===== src/hdl/nri_cfg.svh =====
`ifndef NRI_CFG_SVH
`define NRI_CFG_SVH
// Flash commands and address cycles
`define NRI_CMD_RESET    8'hFF
`define NRI_CMD_READ_ID  8'h90
`define NRI_CMD_PARAM    8'hEC
`define NRI_CMD_STATUS   8'h70
`define NRI_CMD_READMODE 8'h00
`define NRI_CMD_RNDOUT1  8'h05
`define NRI_CMD_RNDOUT2  8'hE0
`define NRI_ADDR_ID_MFR  8'h00
`define NRI_ADDR_ID_ONFI 8'h20
`define NRI_ADDR_PARAM   8'h00
// Register byte addresses
`define NRI_REG_CTRL     12'h000
`define NRI_REG_STAT     12'h004
`define NRI_REG_DATA     12'h008
`define NRI_REG_COL      12'h00C
// Control fields
`define NRI_CTRL_OP_LSB  0
`define NRI_CTRL_OP_MSB  2
`define NRI_CTRL_CNT_LSB 8
`define NRI_CTRL_CNT_MSB 17
// Operation codes
`define NRI_OP_RESET     3'h1
`define NRI_OP_ID_MFR    3'h2
`define NRI_OP_ID_ONFI   3'h3
`define NRI_OP_PARAM     3'h4
`define NRI_OP_RANDOM    3'h5
`define NRI_OP_STATUS    3'h6
// Pin timing in ns and in cycles of the 50 ns clock
`define NRI_CLK_NS       50
`define NRI_T_SETUP_NS   50
`define NRI_T_SETUP_CYC  ((`NRI_T_SETUP_NS + `NRI_CLK_NS - 1) / `NRI_CLK_NS)
`define NRI_T_RST_MAX_NS 1000000
`define NRI_T_RST_CYC    (`NRI_T_RST_MAX_NS / `NRI_CLK_NS)
`define NRI_T_WB_CYC     4
`endif


===== src/hdl/nri_pkg.sv =====
package nri_pkg;
  typedef struct packed {
    logic       ce_n;
    logic       cle;
    logic       ale;
    logic       we_n;
    logic       re_n;
    logic       wp_n;
    logic [7:0] io_out;
    logic       io_oe_n;
  } nri_pins_t;
  typedef enum logic [3:0] {
    ST_IDLE  = 4'b0000,
    ST_CMD   = 4'b0001,
    ST_ADDR  = 4'b0010,
    ST_CMD2  = 4'b0011,
    ST_BUSY  = 4'b0100,
    ST_RDLO  = 4'b0101,
    ST_RDHI  = 4'b0110,
    ST_STROB = 4'b0111,
    ST_WHI   = 4'b1000,
    ST_GAP   = 4'b1001
  } nri_state_t;
endpackage : nri_pkg


===== src/hdl/nri_host.sv =====
`timescale 1ns/1ps
`default_nettype none
`include "nri_cfg.svh"
module nri_host #(
  parameter int RST_CYC = `NRI_T_RST_CYC
) (
  // System
  input  wire logic              clk_sys,
  input  wire logic              reset_n,
  // APB slave
  input  wire logic              psel,
  input  wire logic              penable,
  input  wire logic              pwrite,
  input  wire logic [11:0]       paddr,
  input  wire logic [31:0]       pwdata,
  output logic      [31:0]       prdata,
  output logic                   pready,
  output logic                   pslverr,
  // Flash pins
  output nri_pkg::nri_pins_t     pins,
  input  wire logic [7:0]        io_in,
  input  wire logic              rb_n,
  input  wire logic              wp_req
);
  import nri_pkg::*;

  // Synchronisers for pins
  logic [7:0] io_s1_reg, io_s2_reg;
  logic       rb_s1_reg, rb_s2_reg;
  always_ff @(posedge clk_sys or negedge reset_n) begin
    if (!reset_n) begin
      io_s1_reg <= 8'h00;
      io_s2_reg <= 8'h00;
      rb_s1_reg <= 1'b0;
      rb_s2_reg <= 1'b0;
    end else begin
      io_s1_reg <= io_in;
      io_s2_reg <= io_s1_reg;
      rb_s1_reg <= rb_n;
      rb_s2_reg <= rb_s1_reg;
    end
  end

  // Sequencer state
  nri_state_t  st_reg, st_next;
  logic [2:0]  op_reg, op_next;
  logic [9:0]  cnt_reg, cnt_next;      // bytes still to read
  logic [9:0]  col_reg, col_next;      // column for random read
  logic [7:0]  data_reg, data_next;
  logic        dvalid_reg, dvalid_next;
  logic        done_reg, done_next;
  logic        tout_reg, tout_next;
  logic        init_reg, init_next;    // reset has been sent
  logic        err_reg, err_next;
  logic [19:0] tmr_reg, tmr_next;
  logic [1:0]  step_reg, step_next;    // cycle within command or address
  logic [1:0]  acnt_reg, acnt_next;    // command and address cycles sent
  nri_pins_t   pins_reg, pins_next;

  wire logic wr_acc = psel & penable & pwrite;
  wire logic rd_acc = psel & penable & ~pwrite;
  wire logic busy   = (st_reg != ST_IDLE);
  wire logic [2:0] new_op = pwdata[`NRI_CTRL_OP_MSB:`NRI_CTRL_OP_LSB];
  // First command byte of each operation
  function automatic logic [7:0] first_cmd(input logic [2:0] op);
    unique case (op)
      `NRI_OP_RESET:   first_cmd = `NRI_CMD_RESET;
      `NRI_OP_ID_MFR,
      `NRI_OP_ID_ONFI: first_cmd = `NRI_CMD_READ_ID;
      `NRI_OP_PARAM:   first_cmd = `NRI_CMD_PARAM;
      `NRI_OP_RANDOM:  first_cmd = `NRI_CMD_RNDOUT1;
      default:         first_cmd = `NRI_CMD_STATUS;
    endcase
  endfunction : first_cmd
  // Next-state logic
  always_comb begin
    st_next     = st_reg;
    op_next     = op_reg;
    cnt_next    = cnt_reg;
    col_next    = col_reg;
    data_next   = data_reg;
    dvalid_next = dvalid_reg;
    done_next   = done_reg;
    tout_next   = tout_reg;
    init_next   = init_reg;
    err_next    = err_reg;
    tmr_next    = tmr_reg;
    step_next   = step_reg;
    acnt_next   = acnt_reg;
    pins_next   = pins_reg;
    pins_next.wp_n = ~wp_req;
    if (rd_acc && paddr == `NRI_REG_DATA) begin
      dvalid_next = 1'b0;
    end
    if (wr_acc && paddr == `NRI_REG_COL) begin
      col_next = pwdata[9:0];
    end
    if (wr_acc && paddr == `NRI_REG_STAT) begin
      done_next = 1'b0;
      err_next  = 1'b0;
      tout_next = 1'b0;
    end
    unique case (st_reg)
      ST_IDLE: begin
        if (wr_acc && paddr == `NRI_REG_CTRL) begin
          // Refuse anything but reset until reset was sent
          if (!init_reg && new_op != `NRI_OP_RESET) begin
            err_next = 1'b1;
          // Identifier and parameter only with device ready
          end else if ((new_op == `NRI_OP_ID_MFR || new_op == `NRI_OP_ID_ONFI ||
                        new_op == `NRI_OP_PARAM) && !rb_s2_reg) begin
            err_next = 1'b1;
          end else begin
            op_next        = new_op;
            cnt_next       = pwdata[`NRI_CTRL_CNT_MSB:`NRI_CTRL_CNT_LSB];
            done_next      = 1'b0;
            pins_next.ce_n = 1'b0;
            st_next        = ST_CMD;
            step_next      = 2'd0;
          end
        end
      end
      ST_CMD, ST_CMD2, ST_ADDR: begin
        // Write cycle: setup with we low, then we high latches byte
        pins_next.cle     = (st_reg != ST_ADDR);
        pins_next.ale     = (st_reg == ST_ADDR);
        pins_next.io_oe_n = 1'b0;
        if (st_reg == ST_CMD)  pins_next.io_out = first_cmd(op_reg);
        if (st_reg == ST_CMD2) pins_next.io_out = (op_reg == `NRI_OP_RANDOM) ?
                                 `NRI_CMD_RNDOUT2 : `NRI_CMD_READMODE;
        if (st_reg == ST_ADDR) begin
          unique case (op_reg)
            `NRI_OP_ID_MFR:  pins_next.io_out = `NRI_ADDR_ID_MFR;
            `NRI_OP_ID_ONFI: pins_next.io_out = `NRI_ADDR_ID_ONFI;
            `NRI_OP_RANDOM:  pins_next.io_out = (acnt_reg == 2'd1) ?
                               col_reg[7:0] : {6'h00, col_reg[9:8]};
            default:         pins_next.io_out = `NRI_ADDR_PARAM;
          endcase
        end
        pins_next.we_n = (step_reg == 2'd0) ? 1'b0 : 1'b1;
        step_next      = step_reg + 2'd1;
        if (step_reg == 2'd1) begin
          step_next     = 2'd0;
          st_next       = ST_GAP;  // Latch lines stay up through the rising strobe
          tmr_next      = 20'(`NRI_T_WB_CYC);
        end
      end
      ST_GAP: begin
        // Drop latch lines, release the bus, then pick the next cycle
        pins_next.cle     = 1'b0;
        pins_next.ale     = 1'b0;
        pins_next.io_oe_n = 1'b1;
        tmr_next          = tmr_reg - 20'd1;
        if (tmr_reg == 20'd0) begin
          acnt_next = acnt_reg + 2'd1;
          unique case (op_reg)
            `NRI_OP_RESET: begin
              init_next = 1'b1;
              st_next   = ST_BUSY;
              tmr_next  = 20'(RST_CYC);
            end
            `NRI_OP_STATUS: st_next = ST_RDLO;
            `NRI_OP_PARAM:  st_next = (acnt_reg == 2'd0) ? ST_ADDR : ST_BUSY;
            `NRI_OP_RANDOM: st_next = (acnt_reg == 2'd2) ? ST_CMD2 :
                                      (acnt_reg == 2'd3) ? ST_RDLO : ST_ADDR;
            default:        st_next = (acnt_reg == 2'd0) ? ST_ADDR : ST_RDLO;
          endcase
          if (st_next == ST_BUSY || st_next == ST_RDLO) acnt_next = 2'd0;
        end
      end
      ST_BUSY: begin
        // Wait for ready; only a reset wait is bounded by the reset limit
        tmr_next = (tmr_reg == 20'd0) ? 20'd0 : tmr_reg - 20'd1;
        if (rb_s2_reg) begin
          st_next = (op_reg == `NRI_OP_PARAM) ? ST_RDLO : ST_IDLE;
          if (op_reg != `NRI_OP_PARAM) begin
            done_next      = 1'b1;
            pins_next.ce_n = 1'b1;
          end
        end else if (op_reg == `NRI_OP_RESET && tmr_reg == 20'd0) begin
          tout_next      = 1'b1;
          done_next      = 1'b1;
          st_next        = ST_IDLE;
          pins_next.ce_n = 1'b1;
        end
      end
      ST_RDLO: begin
        // Read strobe low; wait for software to drain data first
        if (cnt_reg == 10'd0) begin
          done_next      = 1'b1;
          st_next        = ST_IDLE;
          pins_next.ce_n = (op_reg == `NRI_OP_RESET);
        end else if (!dvalid_reg) begin
          pins_next.re_n = 1'b0;
          st_next        = ST_STROB;
          tmr_next       = 20'(`NRI_T_SETUP_CYC);
        end
      end
      ST_STROB: begin
        tmr_next = tmr_reg - 20'd1;
        if (tmr_reg == 20'd0) st_next = ST_RDHI;
      end
      ST_RDHI: begin
        // Capture byte, raise strobe, device advances its pointer
        data_next      = io_s2_reg;
        dvalid_next    = 1'b1;
        pins_next.re_n = 1'b1;
        cnt_next       = cnt_reg - 10'd1;
        st_next        = ST_RDLO;
      end
      default: st_next = ST_IDLE;
    endcase
    // Reset may be forced from any state
    if (wr_acc && paddr == `NRI_REG_CTRL && busy && new_op == `NRI_OP_RESET) begin
      op_next        = `NRI_OP_RESET;
      cnt_next       = 10'd0;
      acnt_next      = 2'd0;
      step_next      = 2'd0;
      pins_next.ce_n = 1'b0;
      pins_next.re_n = 1'b1;
      pins_next.we_n = 1'b1;                                           // Keeps strobe one cycle
      st_next        = ST_CMD;
    end
  end

  // Registers
  always_ff @(posedge clk_sys or negedge reset_n) begin
    if (!reset_n) begin
      st_reg     <= ST_IDLE;
      op_reg     <= 3'h0;
      cnt_reg    <= 10'd0;
      col_reg    <= 10'd0;
      data_reg   <= 8'h00;
      dvalid_reg <= 1'b0;
      done_reg   <= 1'b0;
      tout_reg   <= 1'b0;
      init_reg   <= 1'b0;
      err_reg    <= 1'b0;
      tmr_reg    <= 20'd0;
      step_reg   <= 2'd0;
      acnt_reg   <= 2'd0;
      pins_reg   <= '{ce_n: 1'b1, cle: 1'b0, ale: 1'b0, we_n: 1'b1, re_n: 1'b1,
                      wp_n: 1'b0, io_out: 8'h00, io_oe_n: 1'b1};
    end else begin
      st_reg     <= st_next;
      op_reg     <= op_next;
      cnt_reg    <= cnt_next;
      col_reg    <= col_next;
      data_reg   <= data_next;
      dvalid_reg <= dvalid_next;
      done_reg   <= done_next;
      tout_reg   <= tout_next;
      init_reg   <= init_next;
      err_reg    <= err_next;
      tmr_reg    <= tmr_next;
      step_reg   <= step_next;
      acnt_reg   <= acnt_next;
      pins_reg   <= pins_next;
    end
  end

  // APB answer: zero wait, unmapped reads zero with error
  always_comb begin
    prdata  = 32'h0000_0000;
    pslverr = 1'b0;
    unique case (paddr)
      `NRI_REG_CTRL: prdata = {14'h0000, cnt_reg, 5'h00, op_reg};
      `NRI_REG_STAT: prdata = {21'h00_0000, rb_s2_reg, init_reg, tout_reg,
                               err_reg, dvalid_reg, done_reg, busy, 4'h0};
      `NRI_REG_DATA: prdata = {24'h00_0000, data_reg};
      `NRI_REG_COL:  prdata = {22'h00_0000, col_reg};
      default:       pslverr = psel & penable;
    endcase
  end
  assign pready = 1'b1;
  assign pins   = pins_reg;
endmodule : nri_host
`default_nettype wire


===== config.mk =====
export PLATFORM = sky130hd
export DESIGN_NAME = nri_host
export DESIGN_NICKNAME = d
export VERILOG_FILES = /design/src/hdl/nri_pkg.sv /design/src/hdl/nri_host.sv
export VERILOG_INCLUDE_DIRS = /design/src /design/src/hdl
export SDC_FILE = /design/constraint.sdc
export NUM_CORES = 1
export LEC_CHECK = 0
export CAP_MARGIN = 20
export CORE_MARGIN = 5
export CORE_UTILIZATION = 45
export CTS_BUF_LIST = sky130_fd_sc_hd__clkbuf_4
export CTS_CLUSTER_DIAMETER = 60
export DETAILED_ROUTE_END_ITERATION = 6
export DONT_BUFFER_PORTS = 1
export GPL_TIMING_DRIVEN = 0
export HOLD_SLACK_MARGIN = 0.02
export SYNTH_ARGS = -nofsm -noshare
export SYNTH_HDL_FRONTEND = slang
export SYNTH_SLANG_ARGS = --single-unit

===== constraint.sdc =====
create_clock -name clk_sys -period 6.5 [get_ports clk_sys]
set_input_delay 0.325 -clock clk_sys [delete_from_list [all_inputs] [get_ports clk_sys]]
set_output_delay 0.325 -clock clk_sys [all_outputs]
set_load 0.005 [all_outputs]

==> results of run 1 <==
-- path summary, 6_finish.rpt --
path / to / slack, ps / depth (start not counted)
max in group asynchronous: pins[1] / 5680 / 2
setup / recovery: st_reg[2] / 3810 / 8
hold reg to reg: io_s2_reg[0] / 370 / 0
min in group asynchronous: acnt_reg[0] / 360 / 2
setup reg to reg: st_reg[2] / 3810 / 8
hold / removal: cnt_reg[1] / 50 / 2
-- placed cells by master (no fill, tap or decap), types with 4 or more instances in the layout --
master	count
nand2b_1	9
dfrtp_1	93
o21ai_1	37
mux2_2	9
conb_1	15
nor3_1	14
nand3_1	17
nand4_1	6
clkbuf_4	9
nor4_1	12
inv_1	11
o31ai_1	4
and3_1	13
ha_1	8
a31oi_1	11
nor2b_1	5
buf_4	16
a22oi_1	17
a21o_1	7
nor2_1	67
or4_1	5
o21ai_0	20
mux2i_1	7
nand2_1	73
buf_2	8
clkbuf_1	18
dlygate4sd3_1	27
a21oi_1	30
dfstp_2	4
o22ai_1	4
mux2_1	14
-- logic make-up (layout without fill, tap and decap cells) --
logic type	Yosys count	after routing	share of synthesized area, %
buffers and inverters	59	103	5.55
AND/OR/NAND/NOR	252	252	23.8
XOR/XNOR	3	3	0.476
AO/OA/AOI/OAI	159	159	18.3
flip-flops	97	97	44.0
multiplexers	30	30	5.96
other	2	15	0.136
adder cells (fa/ha/maj)	8	8	1.81
-- routing by layer --
metal	up-vias	part of all wire (%)	global-route usage (%)
li1	2292	-	-
met4	0	2.0	6.87
met5	-	0	0
met3	30	7.6	4.96
met2	197	45	31.6
met1	2329	46	30.1
-- area by class of cell --
| cell class | instances | area (um2) |
|---|---|---|
| buffer | 46 | 258 |
| sequential | 97 | 2430 |
| tap | 147 | 184 |
| fill | 1130 | 5800 |
| timing repair buffer | 28 | 298 |
| clock buffer | 9 | 67.6 |
| inverter | 13 | 48.8 |
| clock inverter | 7 | 86.3 |
| multi-input combinational | 467 | 2840 |
-- worst max-delay path: cells and delay by family (launching register included) --
family                     cells  cell delay (ps)
AOI/OAI and AO/OA              4              940
adders and majority gates      1              200
buffers and inverters          1               70
DFF                            1              460
muxes                          1              350
and+or+nand+nor                1              580
-- timing repair --
item | CTS | global route
buffers inserted | 0 | 0
hold buffers | 28 | 0
endpoints found under the hold margin | 127 | 0
-- power by group through the flow --
stage | sequential (W) | combinational [W] | clock, W
2_1_floorplan | 0.000855 | 0.000815 | 0
3_3_place_gp | 0.000886 | 0.00102 | 0
3_5_place_dp | 0.000893 | 0.00104 | 0
4_1_cts | 0.000880 | 0.00107 | 0.000348
5_1_grt | 0.000901 | 0.00122 | 0.000372
6_report | 0.000880 | 0.00109 | 0.000335
-- metrics by stage --
step | utilization, % | hold WS (ps) | worst slack [ps] | std cells | total power, W
floorplan | - | 29.4 | 4370 | 623 | 0.00167
detailed placement | 47.9 | 33.6 | 3940 | 770 | 0.00193
global placement | 47.9 | 33.5 | 3940 | 770 | 0.00191
finish | 51.7 | 51.6 | 3810 | 814 | 0.00230
global route | 51.7 | 30.0 | 3650 | 814 | 0.00249
CTS | 51.7 | 20.9 | 3870 | 814 | 0.00230
==> impl_metrics.json, run 1 <==
{
  "postRouteAntennaNets": 0,
  "clockPowerShare_pct": 14.6,
  "die_area_um2": 14600,
  "crit_required_ps": 6890,
  "final_max_slew_viol_count": 0,
  "syn2layout_area_growth_pct": 12.4,
  "hp-class": "in -> reg",
  "synth_most_common_cell": "dfrtp_1",
  "die_y_um": 121,
  "cp-end-kind": "flip-flop",
  "cp-start-kind": "flip-flop",
  "clockRootBuffer": "clkbuf_4",
  "r2r_start": "cnt_reg[0]",
  "drtIter0Drc": 350,
  "grt_max_degree": 98,
  "core_um2": 12000,
  "avgViaCountPerCell": 5.96,
  "p_leak_nw": 2.82,
  "fin_area_um2": 6210,
  "yosys_warnings": 0,
  "powerDensity_nw_per_um2": 371,
  "port_buffers": 0,
  "grt_remaining_overflow": 0,
  "largest_register_ffs": 20,
  "cp.arrival_ps": 3080,
  "worst_pin_slew_ps": 813,
  "p_switching_w": 0.00105,
  "rows": 40,
  "diodes": 0,
  "hold_start": "pwdata[9]",
  "synth_edf_count": 0,
  "drtPass1Iterations": 5,
  "critPathLaunch": "cnt_reg[0]",
  "fin_crit_sh_pct": 41.4,
  "setup_violations": 0,
  "crit_path_max_incr_delay_ps": 580,
  "synth.cell_area_um2": 5530,
  "cts_buffer_depth": 2,
  "relSlewSlack_pct": 45.6,
  "syn_inst": 610,
  "max-cap-violations": 0,
  "path_clk_slew_ps": 180,
  "grt_setup_unrepaired": "false",
  "drive_above_1_share_pct": 10.9,
  "initial_utilization_pct": 46.0,
  "final.setup.tns_ps": 0,
  "grt_use_total_pct": 21.1,
  "gp_congestion": 0.953,
  "numCtsBuffers": 9,
  "synthFlopType": "dfrtp_1",
  "ctsResizeCount": 0,
  "crit_path_top_delay_cell": "nor4b_1",
  "synthTopCellsByCount": "dfrtp_1, nand2_1, nor2_1",
  "wl_per_cell_um": 18.6,
  "place_area_um2": 5760,
  "io_pins": 108,
  "die_x_um": 121,
  "synth.distinct_cells": 73,
  "internal_power_w": 0.00125,
  "antenna_found_initial": 0,
  "htree_levels": 3,
  "combPwrFrac_pct": 47.2,
  "hpwl_mm": 11.0,
  "seq_power_share_pct": 38.2,
  "status": "finished clean",
  "grt_first_pass_wirelength_mm": 24.5,
  "clk_latency_ps": 490,
  "wl_mm": 15.1,
  "synth_top_area_share_pct": 42.1,
  "avgSynthCellArea_um2": 9.06,
  "fmax_mhz": 371,
  "finalNetCount": 729,
  "cts_tree": "yes",
  "synth.area.top_cells": "dfrtp_1, nand2_1, nor2_1",
  "cp_max_fo": 5,
  "ys_seq_area_share_pct": 44.0,
  "crit_type": "reg -> reg",
  "yosys_register_bits": 97,
  "grt_pass1_vias": 4560,
  "p_sw_share_pct": 45.7,
  "drc": 0,
  "routed-via-count": 4848,
  "yosysTopAreaCell": "dfrtp_1",
  "finClkSkew_ps": 21.4,
  "irDropWorstVdd_mv": 0.169,
  "cts.sinks": 97,
  "hold_viol": 0,
  "period_needed_ps": 2690,
  "crit_chain": "inv_1 > ha_1 > nor4b_1 > a31oi_1 > a21oi_1 > o211a_1 > o21a_1 > mux2_1",
  "async_flop_share_pct": 100
}
Note: power is estimated with default switching activity, not from simulation.
==> inputs of run 2 (changes only) <==
--- a/config.mk
+++ b/config.mk
@@ -6,6 +6,7 @@
 export SDC_FILE = /design/constraint.sdc
 export NUM_CORES = 1
 export LEC_CHECK = 0
+export ABC_AREA = 1
 export CAP_MARGIN = 20
 export CORE_MARGIN = 5
 export CORE_UTILIZATION = 45
==> constraint.sdc (replaced) <==
create_clock -name clk_sys -period 2.7 [get_ports clk_sys]
set_input_delay 0.135 -clock clk_sys [delete_from_list [all_inputs] [get_ports clk_sys]]
set_output_delay 0.135 -clock clk_sys [all_outputs]
set_load 0.005 [all_outputs]
==> impl_metrics.json, run 2 <==
{
  "final.setup.tns_ps": 0,
  "io_pins": 108,
  "crit_top_cell": "nand2_1",
  "crit_chain": "dlygate4sd3_1 > nor2_1 > nand2_1 > nor2_4 > nand3_2 > nor2_2 > buf_4 > nand2_1 > nand2_1 > dlygate4sd3_1",
  "p_leak_nw": 3.12,
  "clockRootBuffer": "clkbuf_4",
  "layout_common_cells": "nand2_1, inv_1, nor2_1, dfrtp_1, nand3_1",
  "crit_path_top_delay_cell": "dlygate4sd3_1",
  "synthTopCellsByCount": "nand2_1, dfrtp_1, inv_1, nor2_1, nand3_1",
  "die_x_um": 121,
  "crit_required_ps": 3130,
  "status": "finished clean",
  "grt_remaining_overflow": 0,
  "postRouteAntennaNets": 0,
  "synth_most_common_cell": "nand2_1",
  "drtPass1Iterations": 5,
  "worst_pin_slew_ps": 562,
  "cp-start-kind": "input port",
  "crit_cells": 10,
  "initial_utilization_pct": 45.8,
  "hold_start": "paddr[2]",
  "cp_max_fo": 10,
  "path_clk_slew_ps": 180,
  "yosys_register_bits": 97,
  "relSlewSlack_pct": 62.5,
  "reg2reg_slack_ps": 670,
  "final_common_cell": "nand2_1",
  "cts.sinks": 97,
  "cp.arrival_ps": 2650,
  "drc": 0,
  "die_y_um": 121,
  "wl_mm": 14.4,
  "syn_inst": 729,
  "rows": 40,
  "final_max_slew_viol_count": 0,
  "synth.cell_area_um2": 5500,
  "cts_buffer_depth": 2,
  "hold_viol": 0,
  "wl_per_cell_um": 15.2,
  "whs_path_depth": 4,
  "grt_max_degree": 98,
  "fmax_mhz": 451,
  "syn2layout_area_growth_pct": 13.8,
  "path_buf_inv": 3,
  "grt_first_pass_wirelength_mm": 23.6,
  "cp_top_family": "buffers and inverters",
  "grt_setup_unrepaired": "false",
  "numCtsBuffers": 9,
  "async_flop_share_pct": 100,
  "port_buffers": 0,
  "cp-end-kind": "flip-flop",
  "crit_path_max_incr_delay_ps": 540,
  "multi_input_area_um2": 2570,
  "synth_top_area_share_pct": 42.3,
  "cts_tree": "yes",
  "hp-class": "in -> reg",
  "clk_latency_ps": 490,
  "drtIter0Drc": 314,
  "finalNetCount": 858,
  "max-cap-violations": 0,
  "seq_area_um2": 2430,
  "crit_type": "in -> reg",
  "irDropWorstVdd_mv": 0.411,
  "setup_violations": 0,
  "powerDensity_nw_per_um2": 908,
  "synthFlopType": "dfrtp_1",
  "reg2reg_to": "tmr_reg[18]",
  "fillerInstances": 1226,
  "holdPathEnd": "col_reg[4]",
  "diodes": 0,
  "hpwl_mm": 10.8,
  "grt_pass1_vias": 4754,
  "grt_use_total_pct": 20.3,
  "synth.distinct_cells": 38,
  "largest_register_ffs": 20,
  "core_um2": 12000,
  "yosys_warnings": 0,
  "die_area_um2": 14500,
  "post_cts_buffers": 0,
  "reg2regPathDepth": 11,
  "place_area_um2": 5730,
  "synth.area.top_cells": "dfrtp_1, nand2_1, inv_1",
  "routed-via-count": 4991,
  "yosysTopAreaCell": "dfrtp_1",
  "htree_levels": 3,
  "r2r_start": "tmr_reg[0]",
  "gp_congestion": 0.917,
  "synth_edf_count": 0,
  "ys_seq_area_share_pct": 44.2,
  "finClkSkew_ps": 18.6,
  "avgViaCountPerCell": 5.29,
  "antenna_found_initial": 0,
  "drive_above_1_share_pct": 10.1,
  "fin_crit_sh_pct": 82.2,
  "fin_area_um2": 6260,
  "ctsResizeCount": 0,
  "avgSynthCellArea_um2": 7.54,
  "period_needed_ps": 2220
}
run 2: changes by cell type after synthesis, sizes merged, moves of 16 or more:
cell,delta
nand3,+30
inv,+84
nor2,+37
nand2,+109
a22oi,-16
mux2,-23
run 2: metrics by stage:
stage	utilization, %	power, W	std cells	hold WS, ps	worst slack [ps]
final	52.1	0.00568	943	60.3	481
after global routing	52.1	0.00623	943	54.4	347
after CTS	52.1	0.00570	943	42.7	532
after detailed placement	47.7	0.00486	889	-155	738
after global placement	47.7	0.00479	889	-155	728
after floorplan	-	0.00421	742	-161	1130
run 2: cells by family after synthesis:
group,after synthesis,share of synthesized area (%)
xor+xnor,11,1.75
fa+ha+maj,8,1.82
compound gates,120,12.8
buf+inv,123,9.92
flops,97,44.2
other cells,2,0.137
simple gates,368,29.3
run 2: area by class of cell:
| type | count | area share (%) |
|---|---|---|
| Clock inverter | 7 | 0.940 |
| Buffer | 26 | 2.90 |
| Timing Repair Buffer | 38 | 6.36 |
| Inverter | 97 | 5.82 |
| Clock buffer | 9 | 1.08 |
| Sequential cell | 97 | 38.9 |
| Tap cell | 147 | 2.94 |
| Multi-Input combinational cell | 522 | 41.1 |
run 2: power breakdown:
part / internal (W) / switching (W) / leakage [nW] / total [W]
Clock: 0.000210 / 0.000552 / 0.0749 / 0.000762
Sequential: 0.00180 / 0.000305 / 1.19 / 0.00211
Combinational: 0.000946 / 0.00187 / 1.85 / 0.00281
run 2: worst max path at each step:
| stage | from | end |
|---|---|---|
| 6_report | paddr[8] | col_reg[7] |
| 5_1_grt | paddr[8] | col_reg[7] |
| 4_1_cts | paddr[8] | col_reg[7] |
| 3_5_place_dp | tmr_reg[0] | tmr_reg[18] |
| 3_3_place_gp | tmr_reg[0] | tmr_reg[19] |
| 2_1_floorplan | cnt_reg[0] | tmr_reg[17] |
run 2: routing by layer:
metal	vias up	track usage, %	part of all wire (%)
met3	32	4.63	6.2
met2	165	31.7	46
met4	0	7.93	2.6
li1	2474	-	-
met1	2320	27.6	45
met5	-	0	0
run 2: tightest hold or removal path, delay by kind of cell:
kind	cells	cell delay, ps
AND/OR/NAND/NOR	3	330
AO/OA/AOI/OAI	1	60
run 2: timing repair:
item,CTS,global route
setup endpoints to repair,0,0
endpoints found under the hold margin,134,0
hold buffers,38,0
